### src/abs_map.vh
// constants for the alu branch sequencer
`ifndef ABS_MAP_VH
`define ABS_MAP_VH
`define ABS_DW            16
`define ABS_AW            16
`define ABS_CW            3
// non-compare condition codes
`define ABS_C_NONE        3'h0
`define ABS_C_NEG         3'h1
`define ABS_C_NONNEG      3'h2
`define ABS_C_ZERO        3'h3
`define ABS_C_NOTPOS      3'h4
`define ABS_C_NONZERO     3'h5
`define ABS_C_OVF_CLEAR   3'h6
// compare condition codes
`define ABS_K_NONE        3'h0
`define ABS_K_GT          3'h1
`define ABS_K_GE          3'h2
`define ABS_K_EQ          3'h3
`define ABS_K_LE          3'h4
`define ABS_K_LT          3'h5
`define ABS_K_NE          3'h6
// fixed target distance and fall-through offsets
`define ABS_TARGET_OFS    16'h0004
`define ABS_FALL_OFS      16'h0002
`define ABS_NEXT_OFS      16'h0001
`define ABS_PC_RST        16'h0000
// full-width zero test and stall counter end value
`define ABS_FULL_MASK     16'hffff
`define ABS_ZERO_WORD     16'h0000
`define ABS_STALL_LAST    1'b1
`endif

### src/abs_seq.v
// alu branch sequencer: condition evaluation and pc redirection
// Contract
// - no condition means sequential flow only
// - result tests: neg, nonneg, zero, notpos, nonzero
// - one condition true when overflow clear
// - compare tests first source against second
// - taken: slot, skip two, go target
// - not taken, plain: discard target, fetch fall-through
// - not taken, plain: two stall cycles
// - always-execute bit set suppresses discard
// - always-execute taken order equals plain taken order
// - always-execute not taken: target pair, then fall-through
// - committed slot always executes
// - target fixed at four past branch
// - zero tests use modulo field only when modulo is set, full width otherwise
// - overflow updated only by full-width add/sub
`timescale 1ns/100ps
`include "abs_map.vh"

module abs_seq (
  input  wire                 i_clk_sys,
  input  wire                 i_sys_rst,
  input  wire                 i_exec_valid,
  input  wire [`ABS_AW-1:0]   i_exec_pc,
  input  wire                 i_exec_is_cmp,
  input  wire [`ABS_CW-1:0]   i_exec_cond,
  input  wire                 i_exec_always_execute_bit,
  input  wire [`ABS_DW-1:0]   i_exec_result,
  input  wire [`ABS_DW-1:0]   i_exec_src_a,
  input  wire [`ABS_DW-1:0]   i_exec_src_b,
  input  wire [`ABS_DW-1:0]   i_exec_mod_mask,
  input  wire                 i_exec_is_addsub,
  input  wire                 i_exec_modulo,
  input  wire                 i_exec_ovf,
  output reg                  o_redirect,
  output reg  [`ABS_AW-1:0]   o_redirect_pc,
  output reg                  o_discard,
  output reg                  o_stall,
  output reg                  o_taken,
  output reg                  o_ovf_flag
);

  // ----------------------------------------------------------------
  // state
  // ----------------------------------------------------------------
  localparam ST_IDLE  = 4'b0001;
  localparam ST_SLOT  = 4'b0010;
  localparam ST_STALL = 4'b0100;
  localparam ST_KEEP  = 4'b1000;
  reg  [3:0]          state;
  reg  [3:0]          next_state;
  reg                 pend_fall;
  reg                 pend_keep;
  reg  [`ABS_AW-1:0]  pend_pc;
  reg                 stall_cnt;

  // ----------------------------------------------------------------
  // condition evaluation
  // ----------------------------------------------------------------
  wire [`ABS_DW-1:0] zmask  = i_exec_modulo ? i_exec_mod_mask : `ABS_FULL_MASK;
  wire               zero   = ((i_exec_result & zmask) == `ABS_ZERO_WORD);
  wire               neg    = i_exec_result[`ABS_DW-1];
  wire signed [`ABS_DW-1:0] sa = i_exec_src_a;
  wire signed [`ABS_DW-1:0] sb = i_exec_src_b;
  reg                cond_true;
  always @* begin
    cond_true = 1'b0;
    if (i_exec_is_cmp) begin
      case (i_exec_cond)
        `ABS_K_GT: cond_true = sa > sb;
        `ABS_K_GE: cond_true = sa >= sb;
        `ABS_K_EQ: cond_true = sa == sb;
        `ABS_K_LE: cond_true = sa <= sb;
        `ABS_K_LT: cond_true = sa < sb;
        `ABS_K_NE: cond_true = sa != sb;
        default:   cond_true = 1'b0;
      endcase
    end else begin
      case (i_exec_cond)
        `ABS_C_NEG:       cond_true = neg;
        `ABS_C_NONNEG:    cond_true = ~neg;
        `ABS_C_ZERO:      cond_true = zero;
        `ABS_C_NOTPOS:    cond_true = neg | zero;
        `ABS_C_NONZERO:   cond_true = ~zero;
        `ABS_C_OVF_CLEAR: cond_true = ~o_ovf_flag;
        default:          cond_true = 1'b0;
      endcase
    end
  end

  // ----------------------------------------------------------------
  // decode of the current cycle
  // ----------------------------------------------------------------
  wire                is_branch  = i_exec_valid && (i_exec_cond != `ABS_C_NONE) &&
                                   (state == ST_IDLE);
  wire                slot_done  = (state == ST_SLOT) && i_exec_valid;
  wire                go_stall   = slot_done && pend_fall;
  wire                go_keep    = slot_done && pend_keep;
  wire                stall_more = (state == ST_STALL) && (stall_cnt != `ABS_STALL_LAST);
  wire [`ABS_AW-1:0]  target_pc  = i_exec_pc + `ABS_TARGET_OFS;
  wire [`ABS_AW-1:0]  fall_pc    = i_exec_pc + `ABS_FALL_OFS;

  // ----------------------------------------------------------------
  // sequencing
  // ----------------------------------------------------------------
  always @* begin
    next_state = state;
    case (state)
      ST_IDLE: begin
        if (is_branch)
          next_state = ST_SLOT;
      end
      ST_SLOT: begin
        if (go_stall)
          next_state = ST_STALL;
        else if (go_keep)
          next_state = ST_KEEP;
        else if (i_exec_valid)
          next_state = ST_IDLE;
      end
      ST_STALL: begin
        if (stall_cnt == `ABS_STALL_LAST)
          next_state = ST_IDLE;
      end
      ST_KEEP: begin
        next_state = ST_IDLE;
      end
      default: begin
        next_state = ST_IDLE;
      end
    endcase
  end

  // ----------------------------------------------------------------
  // state register
  // ----------------------------------------------------------------
  always @(posedge i_clk_sys) begin
    if (i_sys_rst) begin
      state <= ST_IDLE;
    end else begin
      state <= next_state;
    end
  end

  // ----------------------------------------------------------------
  // pending decision of the branch in flight
  // ----------------------------------------------------------------
  always @(posedge i_clk_sys) begin
    if (i_sys_rst) begin
      pend_fall <= 1'b0;
      pend_keep <= 1'b0;
      pend_pc   <= `ABS_PC_RST;
    end else if (is_branch) begin
      pend_fall <= !cond_true && !i_exec_always_execute_bit;
      pend_keep <= !cond_true && i_exec_always_execute_bit;
      pend_pc   <= fall_pc;
    end
  end

  // ----------------------------------------------------------------
  // stall counter
  // ----------------------------------------------------------------
  always @(posedge i_clk_sys) begin
    if (i_sys_rst) begin
      stall_cnt <= 1'b0;
    end else if (go_stall) begin
      stall_cnt <= 1'b0;
    end else if (state == ST_STALL) begin
      stall_cnt <= `ABS_STALL_LAST;
    end
  end

  // ----------------------------------------------------------------
  // stored overflow flag
  // ----------------------------------------------------------------
  always @(posedge i_clk_sys) begin
    if (i_sys_rst) begin
      o_ovf_flag <= 1'b0;
    end else if (i_exec_valid && i_exec_is_addsub && !i_exec_modulo) begin
      o_ovf_flag <= i_exec_ovf;
    end
  end

  // ----------------------------------------------------------------
  // condition result
  // ----------------------------------------------------------------
  always @(posedge i_clk_sys) begin
    if (i_sys_rst) begin
      o_taken <= 1'b0;
    end else begin
      o_taken <= is_branch && cond_true;
    end
  end

  // ----------------------------------------------------------------
  // fetch redirection
  // ----------------------------------------------------------------
  always @(posedge i_clk_sys) begin
    if (i_sys_rst) begin
      o_redirect    <= 1'b0;
      o_redirect_pc <= `ABS_PC_RST;
    end else if (is_branch && (cond_true || i_exec_always_execute_bit)) begin
      o_redirect    <= 1'b1;
      o_redirect_pc <= target_pc;
    end else if (go_stall) begin
      o_redirect    <= 1'b1;
      o_redirect_pc <= pend_pc;
    end else if (state == ST_KEEP) begin
      o_redirect    <= 1'b1;
      o_redirect_pc <= pend_pc;
    end else begin
      o_redirect    <= 1'b0;
    end
  end

  // ----------------------------------------------------------------
  // discard and stall
  // ----------------------------------------------------------------
  always @(posedge i_clk_sys) begin
    if (i_sys_rst) begin
      o_discard <= 1'b0;
      o_stall   <= 1'b0;
    end else begin
      o_discard <= go_stall;
      o_stall   <= go_stall || stall_more;
    end
  end

endmodule

### config.mk
export PLATFORM = sky130hd
export DESIGN_NAME = abs_seq
export DESIGN_NICKNAME = d
export VERILOG_FILES = /design/src/abs_seq.v
export VERILOG_INCLUDE_DIRS = /design/src
export SDC_FILE = /design/constraint.sdc
export NUM_CORES = 1
export LEC_CHECK = 0
export BUFFER_PORTS_ARGS = -buffer_cell sky130_fd_sc_hd__buf_2
export CAP_MARGIN = 25
export CELL_PAD_IN_SITES_DETAIL_PLACEMENT = 0
export CELL_PAD_IN_SITES_GLOBAL_PLACEMENT = 1
export CORE_MARGIN = 3
export CORE_UTILIZATION = 35
export DETAILED_ROUTE_END_ITERATION = 10
export PLACE_DENSITY_LB_ADDON = 0.1
export SLEW_MARGIN = 20
export SYNTH_ARGS = -nofsm -noshare
export SYNTH_HDL_FRONTEND = slang
export SYNTH_SLANG_ARGS = --single-unit
### constraint.sdc
create_clock -name i_clk_sys -period 3.96 [get_ports i_clk_sys]
set_clock_uncertainty 0.15 [all_clocks]
set_input_delay 0.792 -clock i_clk_sys [delete_from_list [all_inputs] [get_ports i_clk_sys]]
set_output_delay 0.792 -clock i_clk_sys [all_outputs]
set_load 0.01 [all_outputs]
Word level (Yosys, flattened, before mapping). Index checks and enable logic that the tools add are counted.

Input port bits: 91. Output and inout bits: 21. Bits in registers: 44.

Equal/unequal tests: 15. Reduce and logical (&&, ||, !) cells: 22. Bitwise gates (word level): 6. $add $sub $neg: 2. $lt $le $gt $ge: 4. Multiplexer cells: 16.

Operators by type and width (number): 16-bit two-way mux (4); 4-bit two-way mux (5); 16-bit by 2-bit adder with 16-bit output, second input constant (1); 16-bit by 3-bit adder with 16-bit output, second input constant (1); 16-bit AND (1); 16-bit equality test (1); 16-bit >= comparator (1); 16-bit > comparator (1); 16-bit <= comparator (1); 16-bit zero test (1); 16-bit < comparator (1); 16-bit inequality test (1); 1-bit logical AND (12); 1-bit one-hot mux with 6 select lines (2); 4-bit one-hot mux with 3 select lines (1); 3-bit equality test, second input constant (3); 3-bit by 2-bit equality test with 1-bit output, second input constant (2); 3-bit nonzero test (2); 4-bit by 1-bit equality test with 1-bit output, second input constant (1); 4-bit by 2-bit equality test with 1-bit output, second input constant (1); 4-bit by 3-bit equality test with 1-bit output, second input constant (1); 4-bit equality test, second input constant (1); 1-bit two-way mux (4); 2-bit inequality test, second input constant (2); 8 further kinds (14).

Longest topological paths before layout. Gate-level depths: netlist (run 1).

Depth after elaboration: 9. Depth in mapped cells: 11. Mapped depth without buffers: 10.

Least setup slack after synthesis (run 1). No wires, ideal clock.

Kind: input port to flip-flop. Start point: input port i_exec_src_b[13]. End point: register o_redirect_pc[2]. Path buffers: 1. Setup slack: 0.653 ns. Arrival: 3.035 ns. Stages on the path: 11. Cells stage by stage: inv_1 ha_1 a21o_1 a2111o_1 a21oi_1 a32oi_1 a31o_1 o211a_4 a21o_4 buf_6 mux2_4.

Word-level cells in the longest chain between the ends: 6.

Ends and longest elaborated chain: start, declared (line abs_seq.v:30) `` input wire [`ABS_DW-1:0] i_exec_src_b, ``; 16-bit < comparator, or another cell as far along (line abs_seq.v:74) `` `ABS_K_LT: cond_true = sa < sb; ``; 1-bit one-hot mux with 6 select lines * (line abs_seq.v:69) `case (i_exec_cond)`; 1-bit two-way mux * (line abs_seq.v:68) `if (i_exec_is_cmp) begin`; 1-bit logical OR * (line abs_seq.v:202) `end else if (is_branch && (cond_true || i_exec_always_execute_bit)) begin`; 1-bit logical AND * (line abs_seq.v:202); 3-bit nonzero test (no line) / 16-bit two-way mux (equally long branches); end signal, assigned (line abs_seq.v:201) `` o_redirect_pc <= `ABS_PC_RST; ``; end signal, assigned (line abs_seq.v:204) `o_redirect_pc <= target_pc;`; end signal, assigned (line abs_seq.v:207) `o_redirect_pc <= pend_pc;`; end, declared (line abs_seq.v:36) `` output reg [`ABS_AW-1:0] o_redirect_pc, ``.

Every way passes the cells marked *; elsewhere a longest branch is shown, timed or not. A chain may end at the register's enable or synchronous reset.

Worst setup path in the final report (run 1).
Start point: input port i_exec_src_a[13]. End point: register o_redirect_pc[10].

Word-level cells in the longest chain between the ends: 6.

Ends and longest elaborated chain: start, declared (line abs_seq.v:29) `` input wire [`ABS_DW-1:0] i_exec_src_a, ``; 16-bit < comparator, or another cell as far along (line abs_seq.v:74); 1-bit one-hot mux with 6 select lines * (line abs_seq.v:69); 1-bit two-way mux * (line abs_seq.v:68); 1-bit logical OR * (line abs_seq.v:202); 1-bit logical AND * (line abs_seq.v:202); 3-bit nonzero test (no line) / 16-bit two-way mux (equally long branches).

Marked as above.

==> out/qor.yml, run 1 <==
outcome: "finished, final reports clean"
place_area_um2: 3596
clk_pin_slew_ns: 0.08
fp.dieW_um: 98.13
antenna_found_initial: 0
fp-row-count: 32
syn_avg_cell_area_um2: 8.183
clockBufferDepth: 2
required_ns: 3.98
design_area_um2: 3711
fin_hold_ws_ns: 0.3126
start_util: 0.3728
worst_pin_slew_ns: 0.9197
path_max_fanout: 7
worstPathArrival_ns: 3.19
p_leak_nw: 1.656
critPathKind: "input port to register"
synthArstFlopShare: 0
seq_area_um2: 880.8
cts_resized: 0
wire_per_inst_um: 14.23
die_h_um: 98.13
setup_tns_ns: 0
gr-usage-all-layers: 0.1657
slew-limit-headroom: 0.3869
yosysWarnings: 0
drc_errors: 0
hold_viol_final: 0
max_cap_viol_count: 0
nets: 573
core_area_um2: 7968
synthFlopType: "dfxtp_1"
cts_hold_buf: 0
layout-drive-gt1-share: 0.3075
htreeDepth: 2
area_delta_synth_final_pct: 24.94
worst_slack_ns: 0.7886
synth_edf_count: 0
period_share: 0.8008
syn-cell-area_um2: 2970
routabilityCongestion: 0.8024
die_area_um2: 9629
cts_setup_buffers: 0
timing.final.crit_period_ns: 3.171
synth_cells: 363
rsz0062_at_grt: "no"
io_buffers: 111
min_path_type: "register to register"
clock_latency_ns: 0.30
grt_pass1_vias: 2734
max_freq_mhz: 315.3
finalMaxSlewViolations: 0
grt_max_degree: 54
firstDrtPassIters: 5
endpoint_kind: "register"
clock_sinks: 44
nFillCells: 835
ys_types: 50
ys_ff_latch: 44
num_io_pins: 112
ys_seq_area_frac: 0.2965
grt_first_pass_wirelength_um: 13190
ant_nets: 0
syn_nets: 472
crit_path_start_kind: "input port"
numCtsBuffers: 5
peakVddDrop_mv: 0.1665
vias: 2920
dp.final_hpwl_um: 6305
routed_wl_um: 8068
root_buffer: "clkbuf_8"
power.density_nw_per_um2: 315.5
cts_tree: "yes"
first_iter_violations: 94
viasPerCell: 5.150
setup_viol: 0
multiInputGateArea_um2: 1912
insertedDiodeCount: 0
pre_cts_slack_ns: 0.4507
overflow: 0
-- cells in the final DEF, fill, tap and decap left out, types with 2 or more instances in the layout --
cell | netlist | routed
buf_2 | 0 | 111
dfxtp_1 | 44 | 44
nor2_1 | 39 | 39
nand2_1 | 34 | 34
inv_1 | 28 | 28
a21oi_1 | 21 | 21
ha_1 | 18 | 18
xor2_1 | 15 | 15
nand3_1 | 14 | 14
a211oi_1 | 13 | 13
xnor2_1 | 9 | 9
and3_1 | 7 | 7
nand2b_1 | 7 | 7
mux2_2 | 7 | 7
o21ai_0 | 7 | 7
nor3_1 | 7 | 7
o21bai_1 | 7 | 7
mux2i_1 | 6 | 6
a221oi_2 | 6 | 6
or3_1 | 5 | 5
clkbuf_8 | 0 | 5
nand4_1 | 4 | 4
o211ai_1 | 4 | 4
a221oi_1 | 4 | 4
a22oi_1 | 4 | 4
nor4_1 | 4 | 4
a31oi_1 | 2 | 2
a2111o_1 | 2 | 2
nor2b_1 | 2 | 2
a22o_1 | 2 | 2
nor4b_1 | 2 | 2
and2_1 | 2 | 2
a311oi_1 | 2 | 2
buf_4 | 0 | 2
-- cell type report --
cell class	instances	area share
clock buffers	5	0.01854
clock inverters	3	0.01247
inverters	28	0.02832
multi-input cells	272	0.5152
flip-flops and latches	44	0.2374
well taps	102	0.03439
repair buffers	113	0.1537
-- synthesized netlist by cell type, types with 7 or more instances --
cell / number / share of area
and3_1: 7 / 0.015
nor3_1: 7 / 0.012
nand2b_1: 7 / 0.015
a21oi_1: 21 / 0.035
o21bai_1: 7 / 0.018
o21ai_0: 7 / 0.012
xnor2_1: 9 / 0.027
clkbuf_1: 17 / 0.021
nand3_1: 14 / 0.024
a211oi_1: 13 / 0.033
inv_1: 28 / 0.035
ha_1: 18 / 0.076
dfxtp_1: 44 / 0.30
xor2_1: 15 / 0.044
nand2_1: 34 / 0.043
nor2_1: 39 / 0.049
mux2_2: 7 / 0.027
-- metal layers --
metal | GRT usage | up-vias | wire length, µm
met5 | 0 | - | 0
met4 | 0.03514 | 0 | 69
met3 | 0.03429 | 5 | 561
met2 | 0.2827 | 96 | 3726
met1 | 0.2159 | 1321 | 3711
li1 | - | 1498 | -
-- per-stage QoR --
step	utilization	power [mW]	instances
floorplan	-	0.7061	363
global placement	0.4513	0.8198	559
detailed placement	0.4513	0.8240	559
CTS	0.4658	1.186	567
global route	0.4658	1.249	567
finish	0.4658	1.171	567
-- state kept, by name, indices dropped and copies added, names as in the netlist --
signal / cells
pend_pc: 16
o_stall: 1
o_taken: 1
o_ovf_flag: 1
state: 4
o_redirect: 1
o_redirect_pc: 16
stall_cnt: 1
pend_fall: 1
o_discard: 1
pend_keep: 1
-- power by group --
| part | leakage (nW) | switching [mW] | total (mW) | internal (mW) |
|---|---|---|---|---|
| combinational | 1.24 | 0.164 | 0.303 | 0.139 |
| clock | 0.0548 | 0.171 | 0.361 | 0.190 |
| sequential | 0.361 | 0.0236 | 0.507 | 0.483 |
-- cells by family after synthesis --
logic type	count (synthesis)	synth area share
AND/OR/NAND/NOR	131	0.2190
AO/OA/AOI/OAI	85	0.2241
buffers and inverters	47	0.06192
flip-flops	44	0.2965
XOR/XNOR	24	0.07077
adder cells (fa/ha/maj)	18	0.07582
multiplexers	14	0.05181
-- critical path: stages --
cell	delay, ns
buf_2	0.10
ha_1	0.33
a21o_1	0.20
a2111o_1	0.40
a21oi_1	0.11
a32oi_1	0.12
a31o_1	0.26
o211a_4	0.28
a211oi_4	0.47
a221oi_2	0.13
-- worst paths after layout --
check	from	endpoint	slack (ns)	cells after the start
max	i_exec_src_a[13]	o_redirect_pc[10]	0.79	10
max reg2reg	state[1]	o_redirect_pc[5]	1.39	6
min	o_redirect_pc[13]	o_redirect_pc[13]	0.31	2
min reg2reg	o_redirect_pc[13]	o_redirect_pc[13]	0.31	2
Note: power is estimated with default switching activity, not from simulation.
==> inputs of run 2 (changes only) <==
==> constraint.sdc (replaced) <==
create_clock -name i_clk_sys -period 3.2 [get_ports i_clk_sys]
set_clock_uncertainty 0.15 [all_clocks]
set_input_delay 0.64 -clock i_clk_sys [delete_from_list [all_inputs] [get_ports i_clk_sys]]
set_output_delay 0.64 -clock i_clk_sys [all_outputs]
set_load 0.01 [all_outputs]
==> out/qor.yml, run 2 (synthesized netlist as in run 1, its figures left out) <==
die_area_um2: 9629  # unchanged
max_freq_mhz: 331.5
gr-usage-all-layers: 0.1630  # was 0.1657
power.density_nw_per_um2: 388.0  # was 315.5 nW/µm²
pre_cts_slack_ns: -0.1514  # was 0.4507 ns
seqPwrFrac: 0.424  # was 0.433
critPathKind: "input port to register"  # unchanged
setup_viol: 0  # unchanged
nFillCells: 851  # was 835
place_area_um2: 3684  # was 3596 µm²
cts_resized: 0  # unchanged
clkPwrFrac: 0.305  # was 0.309
fp-row-count: 32  # unchanged
final_common_cell: "buf_2"  # unchanged
period_share: 0.9426
clk_pin_slew_ns: 0.09  # was 0.08 ns
min_path_type: "register to register"  # unchanged
routabilityCongestion: 0.8000  # was 0.8024
grt_first_pass_wirelength_um: 13100  # was 13190 µm
fp.dieW_um: 98.13  # unchanged
numCtsBuffers: 5  # unchanged
vias: 2954  # was 2920
grt_pass1_vias: 2801  # was 2734
setup_tns_ns: 0  # unchanged
start_util: 0.3728  # unchanged
htreeDepth: 2  # unchanged
routed_wl_um: 7953  # was 8068 µm
fin_util: 0.4768  # was 0.4658
outcome: "finished, final reports clean"  # unchanged
seq_area_um2: 880.8  # unchanged
num_io_pins: 112  # unchanged
required_ns: 3.25  # was 3.98 ns
max_cap_viol_count: 0  # unchanged
finalMaxSlewViolations: 0  # unchanged
clock_latency_ns: 0.31  # was 0.30 ns
design_area_um2: 3799  # was 3711 µm²
endpoint_kind: "register"  # unchanged
slew-limit-headroom: 0.6029  # was 0.3869
nets: 583  # was 573
wire_per_inst_um: 13.78  # was 14.23 µm
first_iter_violations: 84  # was 94
viasPerCell: 5.120  # was 5.150
p_sw_frac: 0.3054  # was 0.3066
reg_top3: "o_redirect_pc (16), pend_pc (16), state (4)"  # unchanged
cts_tree: "yes"  # unchanged
worst_slack_ns: 0.1836  # was 0.7886 ns
p_leak_nw: 1.709  # was 1.656 nW
timing.final.crit_period_ns: 3.016
antenna_found_initial: 0  # unchanged
worstPathArrival_ns: 3.07  # was 3.19 ns
peakVddDrop_mv: 0.2035  # was 0.1665 mV
p_switching_mw: 0.4502  # was 0.3589 mW
worst_pin_slew_ns: 0.5906  # was 0.9197 ns
path_max_fanout: 5  # was 7
clockBufferDepth: 2  # unchanged
drc_errors: 0  # unchanged
die_h_um: 98.13  # unchanged
p_int_mw: 1.024  # was 0.8118 mW
cts_hold_buf: 0  # unchanged
io_buffers: 111  # unchanged
grt_max_degree: 35  # was 54
hold_viol_final: 0  # unchanged
layout-drive-gt1-share: 0.3221  # was 0.3075
fin_hold_ws_ns: 0.3113  # was 0.3126 ns
dp.final_hpwl_um: 6251  # was 6305 µm
cts_setup_buffers: 0  # unchanged
multiInputGateArea_um2: 1912  # unchanged
overflow: 0  # unchanged
insertedDiodeCount: 0  # unchanged
core_area_um2: 7968  # unchanged
area_delta_synth_final_pct: 27.89  # was 24.94%
rsz0062_at_grt: "no"  # unchanged
ant_nets: 0  # unchanged
combPwrFrac: 0.270  # was 0.259
firstDrtPassIters: 4  # was 5
crit_path_start_kind: "input port"  # unchanged
final_cell_mix: "buf_2 (111), dfxtp_1 (44), nor2_1 (39)"  # unchanged
clock_sinks: 44  # unchanged
root_buffer: "clkbuf_8"  # unchanged
[run 2: changes by cell type in the layout (fill, tap and decap cells not counted), sizes merged]
cell	before	now
buf	113	123
[run 2: path summary, 6_finish.rpt]
| kind | cells past startpoint | end | from | slack, ns |
|---|---|---|---|---|
| worst max-delay path | 10 | o_redirect_pc[15] | i_exec_src_a[13] | 0.18 |
| worst min-delay path | 2 | o_redirect_pc[8] | o_redirect_pc[8] | 0.31 |
| worst min register to register | 2 | o_redirect_pc[8] | o_redirect_pc[8] | 0.31 |
| worst max register to register | 6 | o_redirect_pc[5] | state[1] | 1.01 |
[run 2: cell type report]
cell class	count	share of cell area
sequential	44	0.2319
timing repair buffer	123	0.1733
inverter	28	0.02767
tap	102	0.03360
clock buffer	5	0.01812
multi-input combinational	272	0.5033
clock inverter	3	0.01219
[run 2: power groups by stage]
stage / logic, mW / clock network [mW] / registers [mW]
floorplan: 0.229 / 0 / 0.645
global placement: 0.398 / 0 / 0.638
detailed placement: 0.404 / 0 / 0.639
CTS: 0.405 / 0.464 / 0.626
global route: 0.447 / 0.489 / 0.632
finish: 0.398 / 0.450 / 0.626
[run 2: worst max-delay path: stages]
cell	delay (ns)
buf_2	0.10
ha_1	0.34
a21o_1	0.20
a2111o_1	0.40
a21oi_1	0.13
a32oi_1	0.12
a31o_1	0.26
o211a_4	0.28
a21oi_2	0.24
mux2_2	0.37
[run 2: metal layers]
layer  vias to the layer above  GRT usage  routed length [µm]
met1                      1335     0.2169                3824
met2                        83     0.2717                3549
met5                         -          0                   0
li1                       1530          -                   -
met4                         0    0.03621                  78
met3                         6    0.03429                 500
[run 2: stage by stage]
stage,power (mW),cells
after floorplan,0.8738,363
after global routing,1.568,577
after CTS,1.495,577
after global placement,1.037,569
final,1.474,577
after detailed placement,1.042,569
